[config.mk]
export PLATFORM = sky130hd
export DESIGN_NAME = effective_address_generator
export DESIGN_NICKNAME = d
export VERILOG_FILES = /design/src/inc/ea_pkg.sv /design/src/effective_address_generator.sv
export SDC_FILE = /design/constraint.sdc
export NUM_CORES = 2
export LEC_CHECK = 0
export BUFFER_PORTS_ARGS = -buffer_cell sky130_fd_sc_hd__buf_2
export CAP_MARGIN = 0
export CELL_PAD_IN_SITES_DETAIL_PLACEMENT = 1
export CELL_PAD_IN_SITES_GLOBAL_PLACEMENT = 1
export CORE_MARGIN = 2
export CORE_UTILIZATION = 46
export DETAILED_ROUTE_END_ITERATION = 12
export PLACE_DENSITY_LB_ADDON = 0.12
export SLEW_MARGIN = 30
export SYNTH_ARGS = -nofsm -noshare
export SYNTH_HDL_FRONTEND = slang
export SYNTH_SLANG_ARGS = --single-unit
[constraint.sdc]
create_clock -name sys_clk -period 26.5 [get_ports sys_clk]
set_clock_uncertainty 0.2 [all_clocks]
set_input_delay 6.625 -clock sys_clk [delete_from_list [all_inputs] [get_ports sys_clk]]
set_output_delay 6.625 -clock sys_clk [all_outputs]
set_load 0.02 [all_outputs]
[src/inc/ea_pkg.sv]
// Package: constants, types and encodings for the effective-address generator
package ea_pkg;

	localparam int REG_W      = 32;
	localparam int ADDR_W     = 24;
	localparam int OFF_W      = 4;
	localparam int DATA_W     = 16;
	localparam int SEL_W      = 4;

	// Register port offsets (index; byte address not used, plain port)
	localparam logic [OFF_W-1:0] OFF_MODE    = 4'h0;
	localparam logic [OFF_W-1:0] OFF_SEL     = 4'h1;
	localparam logic [OFF_W-1:0] OFF_EXT0    = 4'h2;
	localparam logic [OFF_W-1:0] OFF_EXT1    = 4'h3;
	localparam logic [OFF_W-1:0] OFF_GO      = 4'h4;
	localparam logic [OFF_W-1:0] OFF_EA_LO   = 4'h5;
	localparam logic [OFF_W-1:0] OFF_EA_HI   = 4'h6;
	localparam logic [OFF_W-1:0] OFF_STATUS  = 4'h7;
	localparam logic [OFF_W-1:0] OFF_SW      = 4'h8;
	localparam logic [OFF_W-1:0] OFF_PC_LO   = 4'h9;
	localparam logic [OFF_W-1:0] OFF_PC_HI   = 4'hA;
	localparam logic [OFF_W-1:0] OFF_WR_LO   = 4'hB;
	localparam logic [OFF_W-1:0] OFF_WR_HI   = 4'hC;
	localparam logic [OFF_W-1:0] OFF_WR_SEL  = 4'hD;
	localparam logic [OFF_W-1:0] OFF_OPND_LO = 4'hE;
	localparam logic [OFF_W-1:0] OFF_OPND_HI = 4'hF;

	// Status word fields
	localparam int SW_C   = 0;
	localparam int SW_V   = 1;
	localparam int SW_Z   = 2;
	localparam int SW_N   = 3;
	localparam int SW_X   = 4;
	localparam int SW_IML = 8;
	localparam int SW_T   = 15;
	localparam int SW_S   = 13;
	localparam logic [15:0] SW_MASK  = 16'hA71F;
	localparam logic [15:0] SW_RESET = 16'h2700;
	localparam logic [31:0] PC_RESET = 32'h0000_0000;

	// Step sizes
	localparam logic [2:0] STEP_BYTE = 3'h1;
	localparam logic [2:0] STEP_WORD = 3'h2;
	localparam logic [2:0] STEP_LONG = 3'h4;

	// General register select: 0..7 data, 8..14 address, 15 stack pointer
	localparam logic [SEL_W-1:0] SEL_STACK = 4'hF;

	typedef enum logic [3:0] {
		M_DATA_DIRECT, M_ADDR_DIRECT, M_ABS_SHORT, M_ABS_LONG,
		M_PC_DISP, M_PC_INDEX, M_INDIRECT, M_POSTINC, M_PREDEC,
		M_DISP, M_INDEX, M_IMMEDIATE, M_QUICK, M_IMPLIED
	} mode_t;

	typedef enum logic [1:0] {SZ_BYTE, SZ_WORD, SZ_LONG} size_t_t;

	typedef enum logic [1:0] {IMP_SW, IMP_USP, IMP_SP, IMP_PC} implied_t;

	// Mode/select control word written by software
	typedef struct packed {
		mode_t      mode;
		size_t_t    size;
		implied_t   implied;
		logic [2:0] quick;
		logic       long_index;
	} ctrl_t;

	typedef struct packed {
		logic [SEL_W-1:0] base;
		logic [SEL_W-1:0] index;
	} sel_t;

	typedef struct packed {
		logic [ADDR_W-1:0] addr;
		logic              req;
		logic              write;
	} bus_req_t;

endpackage

[src/effective_address_generator.sv]
// Programmer register set and effective-address generation with at most one bus access
// Summary of operation
// - Data-register-direct mode returns the selected data register; no bus access.
// - Address-register-direct mode returns the selected address register; no bus access.
// - Absolute short takes one extension word, absolute long takes two.
// - PC-relative with offset: address is PC plus 16-bit displacement.
// - PC-relative with index: PC plus index register plus 8-bit displacement.
// - Register-indirect: address is the address register contents unchanged.
// - Postincrement: use register as address, then add step size.
// - Predecrement: subtract step first, then use new value as address.
// - Indirect with offset: address register plus 16-bit displacement.
// - Indexed indirect: address register plus any index register plus 8-bit displacement.
// - Step is 1 for byte, 2 for word, 4 for long word.
// - Byte step on the stack pointer is 2 to keep word alignment.
// - Immediate data come from extension words; quick data from the instruction field.
// - Implied mode selects status word, user stack, active stack or PC.
// - Drive a 24-bit byte address, 16,777,216 locations.
// - Eight 32-bit data registers, written as byte, word or long.
// - Seven address registers and two stack pointers, word or long writes.
// - Any of the sixteen selectable general registers can serve as index; the inactive stack pointer cannot.
// - Hold a 32-bit program counter and 16-bit status word.
// - Status word holds 3-bit mask, five flags, trace and supervisor bits.
// - Bus access lasts until the responder acknowledges, fast or slow.
// - Address register seven is the active system stack pointer.
`timescale 1ns/1ps

module effective_address_generator #(
	parameter int NUM_DATA = 8,
	parameter int NUM_ADDR = 7
) (
	input  wire logic                       sys_clk,
	input  wire logic                       rst,
	input  wire logic [ea_pkg::OFF_W-1:0]   reg_addr,
	input  wire logic [ea_pkg::DATA_W-1:0]  reg_wdata,
	input  wire logic                       reg_wr,
	input  wire logic                       reg_rd,
	output logic      [ea_pkg::DATA_W-1:0]  reg_rdata,
	output ea_pkg::bus_req_t                bus_out,
	input  wire logic                       bus_ack,
	output logic      [ea_pkg::REG_W-1:0]   operand,
	output logic                            done
);

	localparam int REG_W = ea_pkg::REG_W;
	localparam int ADDR_W = ea_pkg::ADDR_W;

	typedef enum logic [1:0] {S_IDLE, S_BUS, S_FINISH} state_t;

	state_t            state;
	ea_pkg::ctrl_t     ctrl;
	ea_pkg::sel_t      sel;
	logic [15:0]       ext0;
	logic [15:0]       ext1;
	logic [15:0]       status_word;
	logic [REG_W-1:0]  pc;
	logic [REG_W-1:0]  data_bank [NUM_DATA];
	logic [REG_W-1:0]  addr_bank [NUM_ADDR];
	logic [REG_W-1:0]  user_stack_pointer;
	logic [REG_W-1:0]  super_stack_pointer;
	logic [REG_W-1:0]  effective_address;
	logic [REG_W-1:0]  wr_value;
	logic [3:0]        wr_sel;
	logic              ack_s1;
	logic              ack_s2;
	logic              bus_err_busy;

	// Active stack pointer follows the supervisor bit
	logic              super_mode;
	logic [REG_W-1:0]  sys_stack_ptr;
	assign super_mode    = status_word[ea_pkg::SW_S];
	assign sys_stack_ptr = super_mode ? super_stack_pointer : user_stack_pointer;

	// General register read, any of the sixteen selects (active stack pointer only)
	function automatic logic [REG_W-1:0] read_gen(input logic [3:0] s);
		logic [REG_W-1:0] r;
		r = '0;
		if (s < 4'(NUM_DATA))
			r = data_bank[s[2:0]];
		else if (s == ea_pkg::SEL_STACK)
			r = sys_stack_ptr;
		else
			r = addr_bank[3'(s - 4'(NUM_DATA))];
		return r;
	endfunction

	logic [REG_W-1:0]  base_val;
	logic [REG_W-1:0]  index_raw;
	logic [REG_W-1:0]  index_val;
	logic [REG_W-1:0]  disp_short;
	logic [REG_W-1:0]  disp_wide;
	logic [2:0]        step;
	logic              base_is_addr;
	logic [REG_W-1:0]  next_ea;
	logic [REG_W-1:0]  next_operand;
	logic              next_needs_bus;

	// A process, not an assign, so register updates also re-evaluate the reads
	always_comb begin
		base_val  = read_gen(sel.base);
		index_raw = read_gen(sel.index);
	end
	// Index may be word sign-extended or full long
	assign index_val = ctrl.long_index ? index_raw : {{16{index_raw[15]}}, index_raw[15:0]};
	assign disp_short = {{24{ext0[7]}}, ext0[7:0]};
	assign disp_wide  = {{16{ext0[15]}}, ext0};
	assign base_is_addr = sel.base >= 4'(NUM_DATA);

	// Step size per operand size; byte on stack pointer keeps word alignment
	always_comb begin
		case (ctrl.size)
			ea_pkg::SZ_BYTE: step = (sel.base == ea_pkg::SEL_STACK) ?
				ea_pkg::STEP_WORD : ea_pkg::STEP_BYTE;
			ea_pkg::SZ_WORD: step = ea_pkg::STEP_WORD;
			default:         step = ea_pkg::STEP_LONG;
		endcase
	end

	always_comb begin
		next_ea        = '0;
		next_operand   = '0;
		next_needs_bus = 1'b1;
		case (ctrl.mode)
			ea_pkg::M_DATA_DIRECT: begin
				next_operand   = data_bank[sel.base[2:0]];
				next_needs_bus = 1'b0;
			end
			ea_pkg::M_ADDR_DIRECT: begin
				next_operand   = base_val;
				next_needs_bus = 1'b0;
			end
			ea_pkg::M_ABS_SHORT: next_ea = disp_wide;
			ea_pkg::M_ABS_LONG:  next_ea = {ext1, ext0};
			ea_pkg::M_PC_DISP:   next_ea = pc + disp_wide;
			ea_pkg::M_PC_INDEX:  next_ea = pc + index_val + disp_short;
			ea_pkg::M_INDIRECT:  next_ea = base_val;
			ea_pkg::M_POSTINC:   next_ea = base_val;
			ea_pkg::M_PREDEC:    next_ea = base_val - REG_W'(step);
			ea_pkg::M_DISP:      next_ea = base_val + disp_wide;
			ea_pkg::M_INDEX:     next_ea = base_val + index_val + disp_short;
			ea_pkg::M_IMMEDIATE: begin
				next_needs_bus = 1'b0;
				next_operand   = (ctrl.size == ea_pkg::SZ_LONG) ? {ext1, ext0} :
					{16'h0000, ext0};
			end
			ea_pkg::M_QUICK: begin
				next_needs_bus = 1'b0;
				// Zero in the field stands for eight
				next_operand = (ctrl.quick == 3'h0) ? 32'h0000_0008 :
					{29'h0, ctrl.quick};
			end
			ea_pkg::M_IMPLIED: begin
				next_needs_bus = 1'b0;
				case (ctrl.implied)
					ea_pkg::IMP_SW:  next_operand = {16'h0000, status_word};
					ea_pkg::IMP_USP: next_operand = user_stack_pointer;
					ea_pkg::IMP_SP:  next_operand = sys_stack_ptr;
					default:         next_operand = pc;
				endcase
			end
			default: next_needs_bus = 1'b0;
		endcase
	end

	// Acknowledge comes from outside the clock domain
	always_ff @(posedge sys_clk or posedge rst) begin
		if (rst) begin
			ack_s1 <= 1'b0;
			ack_s2 <= 1'b0;
		end else begin
			ack_s1 <= bus_ack;
			ack_s2 <= ack_s1;
		end
	end

	logic go;
	assign go = reg_wr && reg_addr == ea_pkg::OFF_GO && state == S_IDLE;

	// Access sequencer
	always_ff @(posedge sys_clk or posedge rst) begin
		if (rst) begin
			state             <= S_IDLE;
			effective_address <= '0;
			operand           <= '0;
			done              <= 1'b0;
			bus_out           <= '0;
		end else begin
			done <= 1'b0;
			case (state)
				S_IDLE: if (go) begin
					effective_address <= next_ea;
					if (next_needs_bus) begin
						bus_out.addr  <= next_ea[ADDR_W-1:0];
						bus_out.req   <= 1'b1;
						bus_out.write <= reg_wdata[0];
						state         <= S_BUS;
					end else begin
						operand <= next_operand;
						state   <= S_FINISH;
					end
				end
				S_BUS: if (ack_s2) begin
					// Access stretches until the responder answers
					bus_out.req <= 1'b0;
					operand     <= effective_address;
					state       <= S_FINISH;
				end
				// Wait for the acknowledge to fall so a stale one cannot end the next access
				S_FINISH: if (!ack_s2) begin
					done  <= 1'b1;
					state <= S_IDLE;
				end
				default: state <= S_IDLE;
			endcase
		end
	end

	// Register file writes: software loads and address-mode write-back
	logic wr_lo;
	logic wr_hi;
	logic wr_do;
	assign wr_lo = reg_wr && reg_addr == ea_pkg::OFF_WR_LO;
	assign wr_hi = reg_wr && reg_addr == ea_pkg::OFF_WR_HI;
	assign wr_do = reg_wr && reg_addr == ea_pkg::OFF_WR_SEL;
	// Select travels with the strobe itself, so the write lands in the named register
	assign wr_sel = reg_wdata[3:0];

	// Write-back happens only on the go cycle, so at most once per access
	logic              wb_en;
	logic [REG_W-1:0]  wb_val;
	assign wb_en  = go && base_is_addr &&
		(ctrl.mode == ea_pkg::M_POSTINC || ctrl.mode == ea_pkg::M_PREDEC);
	assign wb_val = (ctrl.mode == ea_pkg::M_POSTINC) ?
		base_val + REG_W'(step) : next_ea;

	// Size-aware write of a general register
	function automatic logic [REG_W-1:0] merge(input logic [REG_W-1:0] old,
			input logic [REG_W-1:0] val, input logic [1:0] sz, input logic is_addr);
		logic [REG_W-1:0] r;
		r = val;
		if (is_addr) begin
			if (sz != 2'(ea_pkg::SZ_LONG))
				r = {{16{val[15]}}, val[15:0]};
		end else if (sz == 2'(ea_pkg::SZ_BYTE))
			r = {old[31:8], val[7:0]};
		else if (sz == 2'(ea_pkg::SZ_WORD))
			r = {old[31:16], val[15:0]};
		return r;
	endfunction

	genvar gi;
	generate
		for (gi = 0; gi < NUM_DATA; gi++) begin : g_data
			always_ff @(posedge sys_clk or posedge rst) begin
				if (rst)
					data_bank[gi] <= '0;
				else if (wr_do && wr_sel == 4'(gi))
					data_bank[gi] <= merge(data_bank[gi], wr_value, ctrl.size, 1'b0);
			end
		end
		for (gi = 0; gi < NUM_ADDR; gi++) begin : g_addr
			always_ff @(posedge sys_clk or posedge rst) begin
				if (rst)
					addr_bank[gi] <= '0;
				else if (wb_en && sel.base == 4'(gi + NUM_DATA))
					addr_bank[gi] <= wb_val;
				else if (wr_do && wr_sel == 4'(gi + NUM_DATA))
					addr_bank[gi] <= merge(addr_bank[gi], wr_value, ctrl.size, 1'b1);
			end
		end
	endgenerate

	// Two stack pointers; the active one is chosen by the supervisor bit
	always_ff @(posedge sys_clk or posedge rst) begin
		if (rst) begin
			user_stack_pointer  <= '0;
			super_stack_pointer <= '0;
		end else if (wb_en && sel.base == ea_pkg::SEL_STACK) begin
			if (super_mode)
				super_stack_pointer <= wb_val;
			else
				user_stack_pointer <= wb_val;
		end else if (wr_do && wr_sel == ea_pkg::SEL_STACK) begin
			if (super_mode)
				super_stack_pointer <= merge(super_stack_pointer, wr_value, ctrl.size, 1'b1);
			else
				user_stack_pointer <= merge(user_stack_pointer, wr_value, ctrl.size, 1'b1);
		end
	end

	// Control, extension words, program counter and status word
	always_ff @(posedge sys_clk or posedge rst) begin
		if (rst) begin
			ctrl        <= '0;
			sel         <= '0;
			ext0        <= '0;
			ext1        <= '0;
			wr_value    <= '0;
			pc          <= ea_pkg::PC_RESET;
			status_word <= ea_pkg::SW_RESET;
		end else if (reg_wr && state == S_IDLE) begin
			case (reg_addr)
				ea_pkg::OFF_MODE:  ctrl <= ea_pkg::ctrl_t'(reg_wdata[$bits(ea_pkg::ctrl_t)-1:0]);
				ea_pkg::OFF_SEL:   sel  <= ea_pkg::sel_t'(reg_wdata[7:0]);
				ea_pkg::OFF_EXT0:  ext0 <= reg_wdata;
				ea_pkg::OFF_EXT1:  ext1 <= reg_wdata;
				// Unused status bits read as zero
				ea_pkg::OFF_SW:    status_word <= reg_wdata & ea_pkg::SW_MASK;
				ea_pkg::OFF_PC_LO: pc[15:0]  <= reg_wdata;
				ea_pkg::OFF_PC_HI: pc[31:16] <= reg_wdata;
				ea_pkg::OFF_WR_LO: wr_value[15:0]  <= reg_wdata;
				ea_pkg::OFF_WR_HI: wr_value[31:16] <= reg_wdata;
				default: ;
			endcase
		end
	end

	// Read port: data one cycle after the strobe; unmapped reads zero
	always_ff @(posedge sys_clk or posedge rst) begin
		if (rst)
			reg_rdata <= '0;
		else if (reg_rd) begin
			case (reg_addr)
				ea_pkg::OFF_MODE:    reg_rdata <= 16'($unsigned(ctrl));
				ea_pkg::OFF_SEL:     reg_rdata <= {8'h00, sel};
				ea_pkg::OFF_EXT0:    reg_rdata <= ext0;
				ea_pkg::OFF_EXT1:    reg_rdata <= ext1;
				ea_pkg::OFF_EA_LO:   reg_rdata <= effective_address[15:0];
				ea_pkg::OFF_EA_HI:   reg_rdata <= {8'h00, effective_address[ADDR_W-1:16]};
				ea_pkg::OFF_STATUS:  reg_rdata <= {14'h0000, state};
				ea_pkg::OFF_SW:      reg_rdata <= status_word;
				ea_pkg::OFF_PC_LO:   reg_rdata <= pc[15:0];
				ea_pkg::OFF_PC_HI:   reg_rdata <= pc[31:16];
				ea_pkg::OFF_OPND_LO: reg_rdata <= operand[15:0];
				ea_pkg::OFF_OPND_HI: reg_rdata <= operand[31:16];
				default:             reg_rdata <= '0;
			endcase
		end else
			reg_rdata <= '0;
	end
endmodule

==> results <==
- The run finished with clean final reports.
- The accumulated negative setup slack is 0 ns.
- The count of H-tree levels built during CTS is 3.
- Detailed placement finished with a half-perimeter wire length of 174 mm.
- The post-CTS repair timing setup buffer count is 0.
- The area enclosed by the die boundary is 116000 µm².
- The number of nets in the synthesized netlist is 5406.
- The number of pins with negative max-slew slack in the final report came to 0.
- The total overflow left after global routing is 0.
- The total clock buffers created by CTS is 94.
- The worst hold margin is 0.152 ns.
- The arrival time reported for the critical path endpoint is 10.77 ns.
- The synthesized netlist devotes 18.8% of its cell area to compound gates.
- In this run the worst path has a maximum fanout of 42.
- Once layout is complete, the utilization of the core stands at 51.3%.
- Setup repair after global routing left no endpoint under its margin.
- The worst setup path is launched from an input port.
- The synthesized netlist contains 103 unique library cells.
- The largest net degree at the start of global routing is 156.
- The tree is rooted in a sky130_fd_sc_hd__clkbuf_16.
- The tree built by TritonCTS fans out to 781 sinks.
- The type of the setup path with the least slack is input port to flip-flop.
- By area, the combinational part of the netlist is dominated by multiplexers.
- The total placed instance area is 54300 µm².
- The number of placed cells counting well taps is 6548.
- In the post-route analysis, the smallest setup slack over all paths is 16.07 ns.
- STA puts the critical path data required time at 26.84 ns.
- The maximum root-to-sink buffer count is 3.
- The setup slack after placement is 15.27 ns.
- The mean instance size in the synthesized netlist is 9.99 µm².
- Routability-driven placement finished with a final weighted congestion of 1.03.
- The number of flops mapped to enable cells by yosys is 0.
- In this run the tightest slew margin relative to its limit is 24.4%.
- Setup violations remaining at the end of the flow were counted as 0.
- The number of optimization iterations in the first detailed-route pass is 6.
- Once the floorplan was initialized, standard cells occupied 46.3% of the core.
- The routed design has 242 mm of wire.
- The path category of the worst min-delay check is flip-flop to flip-flop.
- The number of rows created at floorplan is 123.
- Pin placement for this block handled 100 I/O pins.
- The total power after layout is 5.80 mW.
- The power density of the placed cells is 100 nW/µm².
- TritonCTS built the clock tree.
- In the global route stage, overall resource usage came out at 41.1%.
- The basic-gate share of the synthesized area counting and, or, nand and nor cells is 11.6%.
- The initial antenna violation count was 6.
- The die extent in y is 341 µm.
- The transition time of the tightest slew-check pin is 1.13 ns.
- The part of the Yosys area used for sequential elements is 37.5%.
- The placeable core region is 112000 µm².
- The routed design could run at a clock period as short as 10.43 ns.
- The critical path endpoint category is a flip-flop.
- The share of flip-flops with an asynchronous set or reset is 100%.
- The netlist area before placement is 52100 µm².
- The share of post-route cells with drive strength above 1 is 23.2%.
- After layout, the worst path uses 39.4% of the clock period.
- In the synthesized netlist the dominant register cell turns out to be sky130_fd_sc_hd__dfrtp_1.
- The detail route stage leaves a number of antenna-violating nets equal to 0.
- The clock transition time at the flip-flop clock pins of the worst setup and hold paths is 0.06 ns.
- The number of remaining DRC errors is 0.
- Across the VDD grid, the largest voltage drop is 0.0536 mV.
- The achievable frequency is 95.8 MHz.
- The number of cells in the finished layout apart from fillers is 6729.
- The tool flagged a number of max-cap violations equal to 0.
- Fill cells in the final layout number 12300.
- The synthesis warning total is 0.
- Once layout is done, the placed cells without fillers occupy 57700 µm².
- The first global-routing pass estimated 348 mm of wire.
- Summing the areas of all fa, ha and maj instances in the mapped netlist gives 4.90% of the synthesized area.
- After clock tree synthesis, the flow added hold-fix buffers numbering 0.
- Synthesis handed over a netlist of 5217 instances.
- Buffers placed on the I/O ports in this run total 99.
- Dividing the detail-routed wire length by the instance count gives 35.9 µm.
- Summing over every cut layer, the via total after detailed routing is 47400.
- The count of routing violations after the opening detailed-route iteration is 5941.
- For the worst-skew pair, the clock arrives at the later sink with an insertion delay of 0.71 ns.
- Summed over all cells, the static leakage comes to 24.8 nW.
- The number of instances resized during post-cts repair is 0.
- The final-stage net count is 5338.
- After synthesis the netlist holds a flip-flop and latch count of 781.
- Compared with the post-synthesis result, the final layout area differs by 10.7%.
- Dividing the detail-routed via count by the number of cells gives 7.04.
- The proportion of synthesized area in mux cells is 21.2%.
- The final-report hold violation count is 0.
- The post-synthesis xor/xnor area fraction is 2.14%.
- The number of global-route vias before repair was 47500.
- The die is 341 µm wide.
## synth_stat cells, types with 80 or more instances
master                       n  area share, %
sky130_fd_sc_hd__nor2_1    249            1.8
sky130_fd_sc_hd__dfrtp_1   777             37
sky130_fd_sc_hd__mux2i_1   164            3.1
sky130_fd_sc_hd__a21oi_1   320            3.1
sky130_fd_sc_hd__a22oi_1    98            1.4
sky130_fd_sc_hd__nand2_1   638            4.6
sky130_fd_sc_hd__a211oi_1   83            1.2
sky130_fd_sc_hd__o211ai_1  104            1.5
sky130_fd_sc_hd__mux4_2    164            7.1
sky130_fd_sc_hd__clkbuf_1  329            2.4
sky130_fd_sc_hd__o21ai_0   350            3.4
sky130_fd_sc_hd__xnor2_1    80            1.3
sky130_fd_sc_hd__mux2_2    504             11
sky130_fd_sc_hd__ha_1       97            2.3
## worst max-delay path, cell delays in order
cell and delay (ns):
sky130_fd_sc_hd__buf_2 0.08, sky130_fd_sc_hd__inv_1 0.05, sky130_fd_sc_hd__nor3_1 0.62, sky130_fd_sc_hd__inv_1 0.26
sky130_fd_sc_hd__or4_1 0.52, sky130_fd_sc_hd__buf_4 0.30, sky130_fd_sc_hd__a21oi_1 0.59, sky130_fd_sc_hd__nand2_1 0.26
sky130_fd_sc_hd__nor3_4 0.64, sky130_fd_sc_hd__buf_4 0.35, sky130_fd_sc_hd__nor2_1 0.12, sky130_fd_sc_hd__a21oi_1 0.20
sky130_fd_sc_hd__o21ai_0 0.12
## sequential cells by signal, indices dropped and copies added (netlist names), 2 cells and up
register,flops
wr_value,32
super_stack_pointer,32
status_word,10
operand,32
effective_address,32
ext1,16
sel,8
reg_rdata,16
user_stack_pointer,32
pc,32
bus_out,26
ctrl,12
data_bank,256
ext0,16
addr_bank,224
state,2
## kinds of logic after synthesis
group,count (synthesis)
AOI/OAI and AO/OA,1490
adders and majority gates,164
DFF,781
xor gates and xnor gates,126
and+or+nand+nor,1322
buffers and inverters,500
muxes,834
## layout make-up
class                   instances  area (µm²)  area share [%]
repair buffers                268        1860            3.22
diodes                          3        7.51          0.0130
clock inverters                33         484           0.839
clock buffers                 140        2780            4.82
flip-flops and latches        781       19600            33.9
inverters                      68         259           0.449
multi-input cells            3936       30900            53.5
well taps                    1500        1880            3.25
## where the power goes
part,total (mW),switching (mW),internal [mW]
clock network,1.40,0.572,0.832
logic,2.74,1.81,0.923
registers,1.66,0.328,1.33
total,5.80,2.71,3.09
## worst paths after layout
| kind | from | end | slack (ns) | cells past startpoint |
|---|---|---|---|---|
| max reg2reg | sel[1]$_DFFE_PP0P_ | addr_bank[121]$_DFFE_PP0P_ | 16.95 | 22 |
| min reg2reg | ack_s1$_DFF_PP0_ | ack_s2$_DFF_PP0_ | 0.15 | 0 |
| min | ack_s1$_DFF_PP0_ | ack_s2$_DFF_PP0_ | 0.15 | 0 |
| min in group asynchronous | rst | addr_bank[123]$_DFFE_PP0P_ | 5.99 | 3 |
| max | reg_wr | addr_bank[85]$_DFFE_PP0P_ | 16.07 | 13 |
| max in group asynchronous | rst | sel[0]$_DFFE_PP0P_ | 16.23 | 8 |
## cells in the final DEF (no fill, tap or decap), types with 35 or more instances in the layout
| cell type | count |
|---|---|
| sky130_fd_sc_hd__dfrtp_1 | 767 |
| sky130_fd_sc_hd__nand2_1 | 635 |
| sky130_fd_sc_hd__mux2_2 | 504 |
| sky130_fd_sc_hd__o21ai_0 | 349 |
| sky130_fd_sc_hd__a21oi_1 | 303 |
| sky130_fd_sc_hd__nor2_1 | 231 |
| sky130_fd_sc_hd__mux2i_1 | 164 |
| sky130_fd_sc_hd__mux4_2 | 164 |
| sky130_fd_sc_hd__buf_4 | 158 |
| sky130_fd_sc_hd__o211ai_1 | 104 |
| sky130_fd_sc_hd__buf_2 | 102 |
| sky130_fd_sc_hd__a22oi_1 | 98 |
| sky130_fd_sc_hd__ha_1 | 97 |
| sky130_fd_sc_hd__clkbuf_16 | 97 |
| sky130_fd_sc_hd__a211oi_1 | 82 |
| sky130_fd_sc_hd__xnor2_1 | 80 |
| sky130_fd_sc_hd__a21o_1 | 68 |
| sky130_fd_sc_hd__nor2b_1 | 67 |
| sky130_fd_sc_hd__fa_1 | 67 |
| sky130_fd_sc_hd__inv_1 | 65 |
| sky130_fd_sc_hd__a221oi_1 | 64 |
| sky130_fd_sc_hd__nor3_1 | 61 |
| sky130_fd_sc_hd__nand3_1 | 59 |
| sky130_fd_sc_hd__o221ai_1 | 57 |
| sky130_fd_sc_hd__o22ai_1 | 52 |
| sky130_fd_sc_hd__xor2_1 | 45 |
| sky130_fd_sc_hd__a31oi_1 | 41 |
| sky130_fd_sc_hd__and2_1 | 40 |
| sky130_fd_sc_hd__o21ai_1 | 36 |
| sky130_fd_sc_hd__nand2b_1 | 35 |
## layer usage
layer	GRT usage, %	share of wire [%]
met3	10.9	11
met5	0	0.016
met4	23.1	6.5
met2	60.1	43
met1	55.4	40
No activity file was read; power rests on OpenSTA's default activity.
